### src/verilog/snm_pkg.sv
// package for the status-register interrupt field block
// assumes one processor clock and a plain register port from privileged software
//
// Operation
// - bit 19 shows whether the latest entry through the reset vector came from a non-maskable interrupt.
// - the flag reads 0 after a soft or full reset entry and 1 after a non-maskable interrupt entry.
// - without non-maskable interrupt support the flag ignores writes and reads zero.
// - bit 18 is written as zero by software, always reads zero and resets to zero.
// - bits 17:16 are implementation dependent and read zero, ignoring writes, when unused.
// - outside external controller mode bits 15:10 enable one hardware interrupt line each.
// - with the second release and external controller mode on, bits 15:10 are a current priority level.
// - with external controller mode off, bits 15:10 return to being per-line enables.
package snm_pkg;
   localparam logic [3:0] ADDR_STATUS_CTRL = 4'h0;
   localparam logic [3:0] ADDR_EVT_STATUS = 4'h1;
   localparam logic [3:0] ADDR_EVT_MASK = 4'h2;
   localparam logic [3:0] ADDR_MODE_CTRL = 4'h3;
   localparam int NMI_BIT = 19;
   localparam int RSV_BIT = 18;
   localparam int IMPL_LO = 16;
   localparam int IMPL_W = 2;
   localparam int FLD_LO = 10;
   localparam int FLD_W = 6;
   localparam int EVT_W = 3;
   localparam int EVT_NMI = 0;
   localparam int EVT_SOFT = 1;
   localparam int EVT_HW = 2;
   localparam logic [FLD_W-1:0] FLD_RESET = 6'h00;
   localparam logic [IMPL_W-1:0] IMPL_RESET = 2'h0;
   localparam logic [EVT_W-1:0] EVT_RESET = 3'h0;
   typedef enum logic [1:0] {SNM_ENTRY_NONE, SNM_ENTRY_RESET, SNM_ENTRY_NMI} snm_entry_type;
endpackage : snm_pkg

### src/verilog/snm_irq_if.sv
// interface carrying the interrupt decision inputs and result between modules
// assumes the same processor clock on both sides
`timescale 1ns/1ps
interface snm_irq_if;
   logic [5:0] field;
   logic [5:0] hw_req;
   logic [5:0] req_level;
   logic ext_mode;
   logic take;
   modport ctrl (output field, output hw_req, output req_level, output ext_mode, input take);
   modport arb (input field, input hw_req, input req_level, input ext_mode, output take);
endinterface : snm_irq_if

### src/verilog/snm_irq_arb.sv
// interrupt decision: per-line enables or priority comparison
// assumes registered field and mode from the control module; hw_req and req_level come straight from its ports
`timescale 1ns/1ps
module snm_irq_arb (
   snm_irq_if.arb irq
);
   import snm_pkg::*;
   // ext mode compares levels, otherwise the field gates each line
   always_comb begin
      if (irq.ext_mode) begin
         irq.take = (irq.req_level > irq.field);
      end else begin
         irq.take = |(irq.hw_req & irq.field);
      end
   end
endmodule : snm_irq_arb

### src/verilog/snm_status.sv
// status register bits 19..10 with reset-entry cause, enables and priority level
// assumes reset-entry events are single-cycle pulses from the core
//
// Added by the designer: the placing of the registers and the address-and-strobe port.
`timescale 1ns/1ps
module snm_status #(
   parameter bit HAS_NMI = 1'b1,
   parameter bit HAS_REL2 = 1'b1,
   parameter bit HAS_IMPL = 1'b0
) (
   input wire logic ref_clk,
   input wire logic reset_n,
   input wire logic [3:0] reg_addr,
   input wire logic [31:0] reg_wdata,
   input wire logic reg_wr,
   input wire logic reg_rd,
   output logic [31:0] reg_rdata,
   input wire logic nmi_entry,
   input wire logic soft_reset_entry,
   input wire logic [5:0] hw_req,
   input wire logic [5:0] req_level,
   output logic irq_take,
   output logic irq_out
);
   import snm_pkg::*;

   logic rst_meta;
   logic rst_sync_n;
   logic nmi_flag;
   logic [IMPL_W-1:0] impl_bits;
   logic [FLD_W-1:0] field;
   logic ext_mode_req;
   logic [EVT_W-1:0] evt_status;
   logic [EVT_W-1:0] evt_mask;
   logic [EVT_W-1:0] evt_set;
   logic [31:0] next_rdata;
   logic take_prev;
   snm_irq_if irq_bus ();

   // reset release through two flops; assertion stays asynchronous
   always_ff @(posedge ref_clk or negedge reset_n) begin
      if (!reset_n) begin
         rst_meta <= 1'b0;
         rst_sync_n <= 1'b0;
      end else begin
         rst_meta <= 1'b1;
         rst_sync_n <= rst_meta;
      end
   end

   // cause flag: full reset clears it, entry events decide it afterwards
   always_ff @(posedge ref_clk or negedge rst_sync_n) begin
      if (!rst_sync_n) begin
         nmi_flag <= 1'b0;
      end else if (!HAS_NMI) begin
         nmi_flag <= 1'b0;
      end else if (nmi_entry) begin
         nmi_flag <= 1'b1;
      end else if (soft_reset_entry) begin
         nmi_flag <= 1'b0;
      end else if (reg_wr && reg_addr == ADDR_STATUS_CTRL) begin
         // a 0-to-1 write is accepted here; software must not rely on it
         nmi_flag <= reg_wdata[NMI_BIT];
      end
   end

   // implementation bits hold writes only when present
   always_ff @(posedge ref_clk or negedge rst_sync_n) begin
      if (!rst_sync_n) begin
         impl_bits <= IMPL_RESET;
      end else if (HAS_IMPL && reg_wr && reg_addr == ADDR_STATUS_CTRL) begin
         impl_bits <= reg_wdata[IMPL_LO +: IMPL_W];
      end
   end

   // one storage for enables or level; meaning follows the mode
   always_ff @(posedge ref_clk or negedge rst_sync_n) begin
      if (!rst_sync_n) begin
         field <= FLD_RESET;
      end else if (reg_wr && reg_addr == ADDR_STATUS_CTRL) begin
         field <= reg_wdata[FLD_LO +: FLD_W];
      end
   end

   // mode select register; ignored without the second release
   always_ff @(posedge ref_clk or negedge rst_sync_n) begin
      if (!rst_sync_n) begin
         ext_mode_req <= 1'b0;
      end else if (reg_wr && reg_addr == ADDR_MODE_CTRL) begin
         ext_mode_req <= reg_wdata[0] & HAS_REL2;
      end
   end

   assign irq_bus.field = field;
   assign irq_bus.hw_req = hw_req;
   assign irq_bus.req_level = req_level;
   assign irq_bus.ext_mode = ext_mode_req;

   snm_irq_arb u_arb (
      .irq(irq_bus.arb)
   );

   // event sources; irq_bus.take counts on its rising edge, one cycle before irq_take rises
   assign evt_set[EVT_NMI] = nmi_entry & HAS_NMI;
   assign evt_set[EVT_SOFT] = soft_reset_entry;
   assign evt_set[EVT_HW] = irq_bus.take & ~take_prev;

   // sticky status, write one to clear; a new event wins over the clear
   always_ff @(posedge ref_clk or negedge rst_sync_n) begin
      if (!rst_sync_n) begin
         evt_status <= EVT_RESET;
         evt_mask <= EVT_RESET;
         take_prev <= 1'b0;
      end else begin
         take_prev <= irq_bus.take;
         if (reg_wr && reg_addr == ADDR_EVT_STATUS) begin
            evt_status <= (evt_status & ~reg_wdata[EVT_W-1:0]) | evt_set;
         end else begin
            evt_status <= evt_status | evt_set;
         end
         if (reg_wr && reg_addr == ADDR_EVT_MASK) begin
            evt_mask <= reg_wdata[EVT_W-1:0];
         end
      end
   end

   // read mux; reserved and absent bits read zero
   always_comb begin
      next_rdata = 32'h0000_0000;
      unique case (reg_addr)
         ADDR_STATUS_CTRL: begin
            next_rdata[NMI_BIT] = nmi_flag & HAS_NMI;
            next_rdata[RSV_BIT] = 1'b0;
            next_rdata[IMPL_LO +: IMPL_W] = HAS_IMPL ? impl_bits : IMPL_RESET;
            next_rdata[FLD_LO +: FLD_W] = field;
         end
         ADDR_EVT_STATUS: next_rdata[EVT_W-1:0] = evt_status;
         ADDR_EVT_MASK: next_rdata[EVT_W-1:0] = evt_mask;
         ADDR_MODE_CTRL: next_rdata[0] = ext_mode_req;
         default: next_rdata = 32'h0000_0000;
      endcase
   end

   // registered outputs: read data one cycle after the strobe only
   always_ff @(posedge ref_clk or negedge rst_sync_n) begin
      if (!rst_sync_n) begin
         reg_rdata <= 32'h0000_0000;
         irq_take <= 1'b0;
         irq_out <= 1'b0;
      end else begin
         reg_rdata <= reg_rd ? next_rdata : 32'h0000_0000;
         irq_take <= irq_bus.take;
         irq_out <= |(evt_status & evt_mask);
      end
   end
endmodule : snm_status
### config.mk
export PLATFORM = sky130hd
export DESIGN_NAME = snm_status
export DESIGN_NICKNAME = d
export VERILOG_FILES = /design/src/verilog/snm_pkg.sv /design/src/verilog/snm_irq_if.sv /design/src/verilog/snm_irq_arb.sv /design/src/verilog/snm_status.sv
export SDC_FILE = /design/constraint.sdc
export NUM_CORES = 1
export LEC_CHECK = 0
export BUFFER_PORTS_ARGS = -buffer_cell sky130_fd_sc_hd__buf_2
export CAP_MARGIN = 30
export CORE_MARGIN = 2
export CORE_UTILIZATION = 46
export DETAILED_ROUTE_END_ITERATION = 10
export GPL_ROUTABILITY_DRIVEN = 0
export PLACE_DENSITY = 0.91
export REMOVE_ABC_BUFFERS = 1
export SYNTH_ARGS = -nofsm -noshare
export SYNTH_HDL_FRONTEND = slang
export SYNTH_SLANG_ARGS = --single-unit
### constraint.sdc
create_clock -name ref_clk -period 1.6 [get_ports ref_clk]
set_clock_uncertainty 0.2 [all_clocks]
set_input_delay 0.24 -clock ref_clk [delete_from_list [all_inputs] [get_ports ref_clk]]
set_output_delay 0.24 -clock ref_clk [all_outputs]
set_load 0.005 [all_outputs]
==> results.rst, run 1 <==
.. list-table::
   :header-rows: 1

   * - Metric
     - Value
   * - Result of the run
     - finished with violations
   * - Violations in the final reports
     - negative setup slack
   * - Biggest fanout along the worst timing path
     - 3
   * - Ys Warns
     - 0
   * - Type of the worst setup path
     - register to register
   * - H-tree levels
     - 1
   * - Internal power consumption
     - 1.37 mW
   * - Total negative setup slack
     - -0.119 ns
   * - Number of hold violations in the final report
     - 0
   * - Pre-antenna DRT Iters
     - 6
   * - Worst stage delay on the critical path
     - 0.39 ns
   * - Number of max-slew violations in the final report
     - 0
   * - Clock share of power
     - 0.241
   * - Remaining design rule violation count
     - 0
   * - GRT Overall Usage
     - 0.186
   * - Switching fraction of total power
     - 0.269
   * - Avg Vias per Cell
     - 4.75
   * - Post-Synth Simple-Gate Area
     - 0.120
   * - Total net switching power
     - 506 uW
   * - Max-Cap Viols
     - 0
   * - Clk pin slew, worst setup/hold paths
     - 0.15 ns
   * - Startpoint of the worst register-to-register path
     - field[5]
   * - Dominant cell by count in the synthesized netlist
     - dfrtp_1
   * - Synth cell count leaders
     - 28 x dfrtp_1, 22 x buf_4, 11 x mux2_2, 9 x inv_1, 7 x nor2_1
   * - Post-synthesis instance total
     - 128
   * - Critical path capture point type
     - register
   * - Area of all placed cells without fillers
     - 0.00196 mm2
   * - Master cell of the clock root buffer
     - clkbuf_4
   * - Fill cell count
     - 227
   * - Most repeated library cell on the critical path
     - nor2_1
   * - Via count of the first global-routing pass
     - 1,080
   * - Adder-cell area share of the yosys netlist
     - 0.0529
   * - Port-buffer cells
     - 43
   * - Total standard cell area after synthesis
     - 0.00142 mm2
   * - Initial antenna violation count
     - 0
   * - Data arrival at the endpoint of the critical path
     - 1.71 ns
   * - Parity-gate share of the synthesized area counting xor and xnor cells
     - 0
   * - Maximum achievable frequency
     - 591 MHz
   * - Dominant combinational cell family by area after synthesis
     - buffers and inverters
   * - Total wirelength of the detailed-routed design
     - 3050 um
   * - Clock sinks
     - 28
   * - Number of buffers inserted during clock tree synthesis
     - 3
   * - Syn_area_per_cell
     - 11.1 um2
   * - CTS tree
     - yes
   * - Crit Reg-Reg Endpoint
     - evt_status[2]
   * - Global route total overflow
     - 0
   * - Clock Tree Buf Depth
     - 2
   * - Endpoint required time on the critical path
     - 1.61 ns
   * - Die X-Extent
     - 59.6 um
   * - Cell accounting for the most synthesized area
     - dfrtp_1
   * - I/O Pins
     - 88
   * - Fraction of post-synthesis cell area in the top cell type by area
     - 0.493
   * - Worst slack after detailed placement
     - -0.104 ns
   * - Slowest-stage cell, CP
     - dfrtp_1
   * - Clock Latency Late Sink
     - 0.32 ns
   * - Worst-case reg-to-reg path depth
     - 6
   * - Multiplexer share of the synthesized area
     - 0.0943
   * - Post-synthesis compound-gate area fraction
     - 0.0872
   * - Cell-by-cell listing of the critical path
     - inv_2 > ha_4 > nand4_1 > nor2_1 > nor2_1 > a32o_1
   * - Mean routed wirelength per cell
     - 12.9 um
   * - Number of enable-type register cells in the synthesized netlist
     - 0
   * - Post-synth top flop
     - dfrtp_1
   * - Logic gate share of total power
     - 0.301
   * - Type of the tightest min-delay check
     - register to asynchronous set/reset pin
   * - Ranking of synthesized cells by area
     - dfrtp_1 49%, buf_4 12%, mux2_2 8.7%, ha_1 5.3%, inv_1 2.4%
   * - Ant. Diodes
     - 0
   * - Min Tclk post-route
     - 1.69 ns
   * - Number of nets in the layout
     - 264
   * - Post-DP HPWL
     - 2090 um
   * - Drt first-iter violations
     - 12
   * - Setup repair after global routing missed its margin
     - yes
   * - Final clock period utilization by the worst path
     - 1.06
   * - Reg2Reg Setup Slack
     - -0.09 ns
   * - Leakage
     - 0.991 nW
   * - Proportion of synthesized chip area in sequential cells
     - 0.493
   * - Remaining number of nets flagged by the antenna check after routing
     - 0
   * - Area inside the core boundary
     - 0.00300 mm2
   * - Async S/R FF share, synth
     - 1.00
   * - CP Launch Point
     - field[5]
   * - Power per Cell Area
     - 960 mW/mm2
   * - Total design power
     - 1.88 mW
   * - Final Worst Setup Slack
     - -0.0930 ns
   * - Die height
     - 59.6 um
   * - Die Area
     - 0.00355 mm2
   * - Yosys reg bits
     - 28
   * - Flop pwr share
     - 0.459
   * - Fraction of layout cells with a size suffix above 1
     - 0.433
   * - Number of unique standard cell types used by synthesis
     - 29
   * - Placement Rows
     - 20
   * - Synth-to-layout area growth
     - 37.7%
   * - Starting utilization of the core area
     - 0.473
   * - Post-Place Cell Area
     - 0.00163 mm2
   * - Setup-violating endpoint count in the final report
     - 2
   * - Type of origin of the critical path
     - register
   * - Pin count of the biggest net entering global routing
     - 27
   * - Total number of vias
     - 1,120
   * - Global-route wire length before repair
     - 4890 um
   * - Worst vdd ir
     - 0.390 mV
-- layout by cell type, fill, tap and decap left out, types with 4 or more instances in the layout --
| cell type | instances |
|---|---|
| buf_2 | 43 |
| dlygate4sd3_1 | 14 |
| a22oi_1 | 4 |
| nor2_1 | 7 |
| inv_1 | 6 |
| dfrtp_1 | 28 |
| mux2_2 | 11 |
| nor4_1 | 4 |
| conb_1 | 23 |
| nand2_1 | 6 |
| buf_4 | 17 |
-- sequential cells by signal (all words and copies together) (netlist names) --
| name | flops |
|---|---|
| nmi_flag | 1 |
| rst_sync_n | 1 |
| irq_take | 1 |
| rst_meta | 1 |
| evt_mask | 3 |
| irq_out | 1 |
| reg_rdata | 10 |
| field | 6 |
| ext_mode_req | 1 |
| evt_status | 3 |
-- worst max-delay path, delay by kind of cell, from the launching register on --
kind                       cells  cell delay, ns
and+or+nand+nor                3            0.41
AOI/OAI and AO/OA              1            0.25
DFF                            1            0.39
adders and majority gates      1            0.28
buffers and inverters          1            0.06
-- worst max path at each step --
stage                         end  slack, ns  cells past startpoint
floorplan           evt_status[2]      0.004                      5
global placement    evt_status[2]      -0.04                      5
detailed placement  evt_status[2]      -0.10                      5
CTS                 evt_status[2]      -0.02                      6
global route        evt_status[2]      -0.13                      6
finish              evt_status[2]      -0.09                      6
-- kinds of logic (layout without fill, tap and decap cells) --
kind of cell,Yosys count,count (layout)
other cells,2,23
buf+inv,33,87
simple gates,31,31
flops,28,28
fa+ha+maj,6,6
mux,12,12
compound gates,16,16
-- stage by stage --
| step | hold WS, ns | utilization | instances |
|---|---|---|---|
| after floorplan | -0.256 | - | 125 |
| after CTS | 0.0171 | 0.644 | 234 |
| after global placement | -0.174 | 0.541 | 207 |
| after global routing | 0.0309 | 0.651 | 236 |
| after detailed placement | -0.174 | 0.541 | 207 |
| final | 0.0317 | 0.651 | 236 |
-- power by group through the flow --
stage                     Clock [mW]  Combinational (mW)  Sequential (mW)
after floorplan                    0               0.213            0.865
after global placement             0               0.367            0.862
after detailed placement           0               0.381            0.866
after CTS                      0.465               0.529            0.854
after global routing           0.499               0.624            0.869
final                          0.452               0.564            0.861
-- what timing repair did --
action | 4_1_cts | 5_1_grt
resized for setup | 8 | 1
pin swaps | 6 | 4
hold buffers | 14 | 0
endpoints found under the setup margin | 2 | 3
buffers inserted | 9 | 2
hold endpoints to repair | 15 | 0
-- routing by layer --
| metal | track usage | share of wire | up-vias |
|---|---|---|---|
| met5 | 0 | 0 | - |
| met4 | 0.0603 | 0.012 | 0 |
| met3 | 0.0306 | 0.038 | 4 |
| met2 | 0.338 | 0.54 | 35 |
| met1 | 0.222 | 0.41 | 536 |
| li1 | - | - | 545 |
-- final cells by class --
class                      instances  area, um2  area share
sequential                        28        701       0.358
multi-input combinational         88        644       0.329
timing repair buffer              74        483       0.247
tap                               33       41.3      0.0211
inverter                           9       33.8      0.0173
clock inverter                     1       30.0      0.0154
clock buffer                       3       22.5      0.0115
No activity file was read; power rests on OpenSTA's default activity.
==> inputs of run 2 (changes only) <==
- CTS_CLUSTER_DIAMETER: unset -> 40
- SYNTH_HIERARCHICAL: unset -> 1
==> run 2 against run 1 <==
Net effect:
- the run still ends with negative setup slack left
- via count is 3.3% lower
- critical path depth rose by 1
- synthesized area grew 0.97%
- power is 14% lower
- cell area fell by 4.7%
- utilization decreased by 3.1 points
- die area up 0.91%
- clock power is 37% lower
- global-route usage is 1.6 points lower
- flip-flop and latch count unchanged
==> results.rst, run 2 <==
.. list-table::
   :header-rows: 1

   * - Metric
     - Value
   * - Post-synthesis instance total
     - 124 (-3.1%)
   * - Clock sinks
     - 28 (unchanged)
   * - Endpoint required time on the critical path
     - 1.63 ns (+0.02 ns)
   * - Flop pwr share
     - 0.530 (+0.071)
   * - Remaining design rule violation count
     - 0 (unchanged)
   * - Number of hold violations in the final report
     - 0 (unchanged)
   * - Clock share of power
     - 0.177 (-0.064)
   * - Master cell of the clock root buffer
     - clkbuf_4
   * - Area inside the core boundary
     - 0.00300 mm2 (unchanged)
   * - Avg Vias per Cell
     - 4.86 (+2.3%)
   * - Worst slack after detailed placement
     - -0.215 ns (-0.111 ns)
   * - Total wirelength of the detailed-routed design
     - 2990 um (-1.9%)
   * - Syn_area_per_cell
     - 11.6 um2 (+4.2%)
   * - Startpoint of the worst register-to-register path
     - field[4]
   * - Critical path capture point type
     - register
   * - Type of the worst setup path
     - register to register
   * - Commonest non-fill, non-tap cells in the layout
     - 43 x buf_2, 28 x dfrtp_1, 23 x conb_1
   * - Result of the run
     - finished with violations
   * - Global-route wire length before repair
     - 4490 um (-8.2%)
   * - Logic gate share of total power
     - 0.293 (-0.008)
   * - Die height
     - 59.8 um (+0.45%)
   * - Synth-to-layout area growth
     - 29.9%
   * - Pin count of the biggest net entering global routing
     - 27 (unchanged)
   * - Cell accounting for the most synthesized area
     - dfrtp_1
   * - Min Tclk post-route
     - 1.81 ns (+0.114 ns)
   * - Number of nets in the layout
     - 252 (-4.5%)
   * - Drt first-iter violations
     - 20 (+8)
   * - Busiest metal layer after global routing
     - met2
   * - Reg2Reg Setup Slack
     - -0.21 ns (-0.11 ns)
   * - Port-buffer cells
     - 43 (unchanged)
   * - Ys Warns
     - 6 (+6)
   * - Most flop-heavy register
     - reg_rdata
   * - Worst stage delay on the critical path
     - 0.42 ns (+0.03 ns)
   * - Data arrival at the endpoint of the critical path
     - 1.84 ns (+0.13 ns)
   * - Global route total overflow
     - 0 (unchanged)
   * - Cell type group with the largest total delay on the critical path
     - compound AO/OA/AOI/OAI gates
   * - Number of unique standard cell types used by synthesis
     - 30 (+3.4%)
   * - Total standard cell area after synthesis
     - 0.00143 mm2 (+0.97%)
   * - Number of max-slew violations in the final report
     - 0 (unchanged)
   * - Met3 Usage GRT
     - 0.0303 (-0.000265)
   * - Clock Latency Late Sink
     - 0.33 ns (about the same)
   * - Number of buffers inserted during clock tree synthesis
     - 3 (unchanged)
   * - Via count of the first global-routing pass
     - 1,016 (-5.9%)
   * - Post-synth top flop
     - dfrtp_1
   * - Worst-case reg-to-reg path depth
     - 7 (+1)
   * - Internal power consumption
     - 1.14 mW (-17%)
   * - Initial antenna violation count
     - 0 (unchanged)
   * - Fraction of post-synthesis cell area in the top cell type by area
     - 0.489 (-0.00474)
   * - Ranking of synthesized cells by area
     - dfrtp_1 49%, buf_4 12%, mux2_2 8.6%, ha_1 5.2%, and2_1 3.1%
   * - Total negative setup slack
     - -0.207 ns (-0.0882 ns)
   * - Maximum achievable frequency
     - 553 MHz (-6.3%)
   * - Grt met2 use
     - 0.309 (-0.0285)
   * - Leakage
     - 0.961 nW (-2.9%)
   * - Met1 GRT Util
     - 0.195 (-0.0265)
   * - Die X-Extent
     - 59.8 um (+0.45%)
   * - Worst vdd ir
     - 0.480 mV (+23%)
   * - Clk pin slew, worst setup/hold paths
     - 0.14 ns (about the same)
   * - Starting utilization of the core area
     - 0.477 (+0.00458)
   * - Type of origin of the critical path
     - register
   * - Setup repair after global routing missed its margin
     - yes
   * - Post-DP HPWL
     - 2030 um (-2.6%)
   * - Fill cell count
     - 251 (+11%)
   * - GRT Overall Usage
     - 0.170 (-0.0159)
   * - Power per Cell Area
     - 868 mW/mm2 (-9.6%)
   * - Mean routed wirelength per cell
     - 13.4 um (+3.9%)
   * - Flip-flop count of the largest register after layout
     - 10 (unchanged)
   * - Remaining number of nets flagged by the antenna check after routing
     - 0 (unchanged)
   * - Biggest regs
     - reg_rdata x10, field x6
   * - I/O Pins
     - 88 (unchanged)
   * - Max-Cap Viols
     - 0 (unchanged)
   * - Violations in the final reports
     - negative setup slack
   * - Biggest fanout along the worst timing path
     - 3 (unchanged)
   * - Fraction of layout cells with a size suffix above 1
     - 0.411 (-0.0230)
   * - Final clock period utilization by the worst path
     - 1.13 (+0.0711)
   * - Final Worst Setup Slack
     - -0.207 ns (-0.114 ns)
   * - Placement Rows
     - 20 (unchanged)
   * - Die Area
     - 0.00358 mm2 (+0.91%)
   * - Cell-by-cell listing of the critical path
     - inv_2 > ha_4 > and3_4 > o21ai_2 > o2111ai_1 > o211a_1 > a22o_1
   * - Area of all placed cells without fillers
     - 0.00186 mm2 (-4.7%)
   * - Switching fraction of total power
     - 0.293 (+0.0234)
   * - Number of enable-type register cells in the synthesized netlist
     - 0 (unchanged)
   * - Async S/R FF share, synth
     - 1.00 (unchanged)
   * - Total net switching power
     - 474 uW (-6.4%)
   * - CTS tree
     - yes
   * - WP buf/inv
     - 1 (unchanged)
   * - Commonest non-fill, non-tap cell in the layout
     - buf_2
   * - Type of the tightest min-delay check
     - register to asynchronous set/reset pin
   * - Crit Reg-Reg Endpoint
     - evt_status[2]
   * - Pre-antenna DRT Iters
     - 4 (-2)
   * - Number of buffers inserted to repair setup after CTS
     - 0 (-9)
   * - Slowest-stage cell, CP
     - dfrtp_1
   * - Proportion of synthesized chip area in sequential cells
     - 0.489 (-0.00474)
   * - Post-Place Cell Area
     - 0.00166 mm2 (+2.4%)
   * - Ant. Diodes
     - 0 (unchanged)
   * - Setup-violating endpoint count in the final report
     - 1 (-1)
   * - Clock Tree Buf Depth
     - 2 (unchanged)
   * - Yosys reg bits
     - 28 (unchanged)
   * - Dominant cell by count in the synthesized netlist
     - dfrtp_1
   * - Synth cell count leaders
     - 28 x dfrtp_1, 22 x buf_4, 11 x mux2_2, 10 x inv_1, 7 x and2_1
   * - H-tree levels
     - 1 (unchanged)
   * - Total number of vias
     - 1,083 (-3.3%)
-- run 2: worst max path at each step --
stage                   from             to  slack, ns  cells after the start
finish              field[4]  evt_status[2]      -0.21                      7
global route        field[4]  evt_status[2]      -0.27                      7
CTS                 field[4]  evt_status[2]      -0.15                      7
detailed placement  field[4]  evt_status[2]      -0.22                      7
global placement    field[4]  evt_status[2]      -0.17                      7
floorplan           field[4]  evt_status[2]      -0.13                      7
-- run 2: worst reg2reg max path: cells and delay by family (launching register included) --
family	cells	cell delay [ns]
buffers and inverters	1	0.07
flip-flops	1	0.42
AO/OA/AOI/OAI	4	0.64
adder cells (fa/ha/maj)	1	0.20
AND/OR/NAND/NOR	1	0.17
-- run 2: cell families (layout without fill, tap and decap cells) --
kind of cell,after synthesis,after routing,synth area share
and+or+nand+nor,30,30,0.146
other,2,23,0.00524
buffers and inverters,32,77,0.141
AOI/OAI and AO/OA,15,15,0.0803
DFF,28,28,0.489
adders and majority gates,6,6,0.0524
muxes,11,11,0.0864
-- run 2: power groups by stage --
| stage | logic, mW | registers [mW] | clock network (mW) |
|---|---|---|---|
| 3_3_place_gp | 0.377 | 0.859 | 0 |
| 5_1_grt | 0.526 | 0.869 | 0.319 |
| 2_1_floorplan | 0.208 | 0.869 | 0 |
| 3_5_place_dp | 0.393 | 0.864 | 0 |
| 4_1_cts | 0.428 | 0.850 | 0.292 |
| 6_report | 0.474 | 0.856 | 0.287 |
-- run 2: repair_timing --
action                                  in CTS  in global routing
hold endpoints to repair                    15                  0
endpoints found under the setup margin       2                  2
resized for setup                            2                  5
pin swaps                                    4                  5
hold buffers                                13                  0
-- run 2: routing by layer --
metal  wire (um)  share of wire
met1        1220           0.41
met2        1580           0.53
met3         126          0.042
met4          65          0.022
met5           0              0
-- run 2: per-stage QoR --
stage,cells,power (mW),hold WS (ns),util
global route,223,1.71,0.0548,0.620
global placement,207,1.24,-0.173,0.554
detailed placement,207,1.26,-0.173,0.554
floorplan,123,1.08,-0.256,-
CTS,223,1.57,0.0479,0.609
finish,223,1.62,0.0393,0.620
-- run 2: layout make-up --
cell class / instances / area [um2] / share of cell area
clock buffer: 3 / 22.5 / 0.0121
timing repair buffer: 64 / 405 / 0.218
sequential: 28 / 701 / 0.376
tap: 33 / 41.3 / 0.0222
inverter: 10 / 37.5 / 0.0201
multi-input combinational: 85 / 656 / 0.352
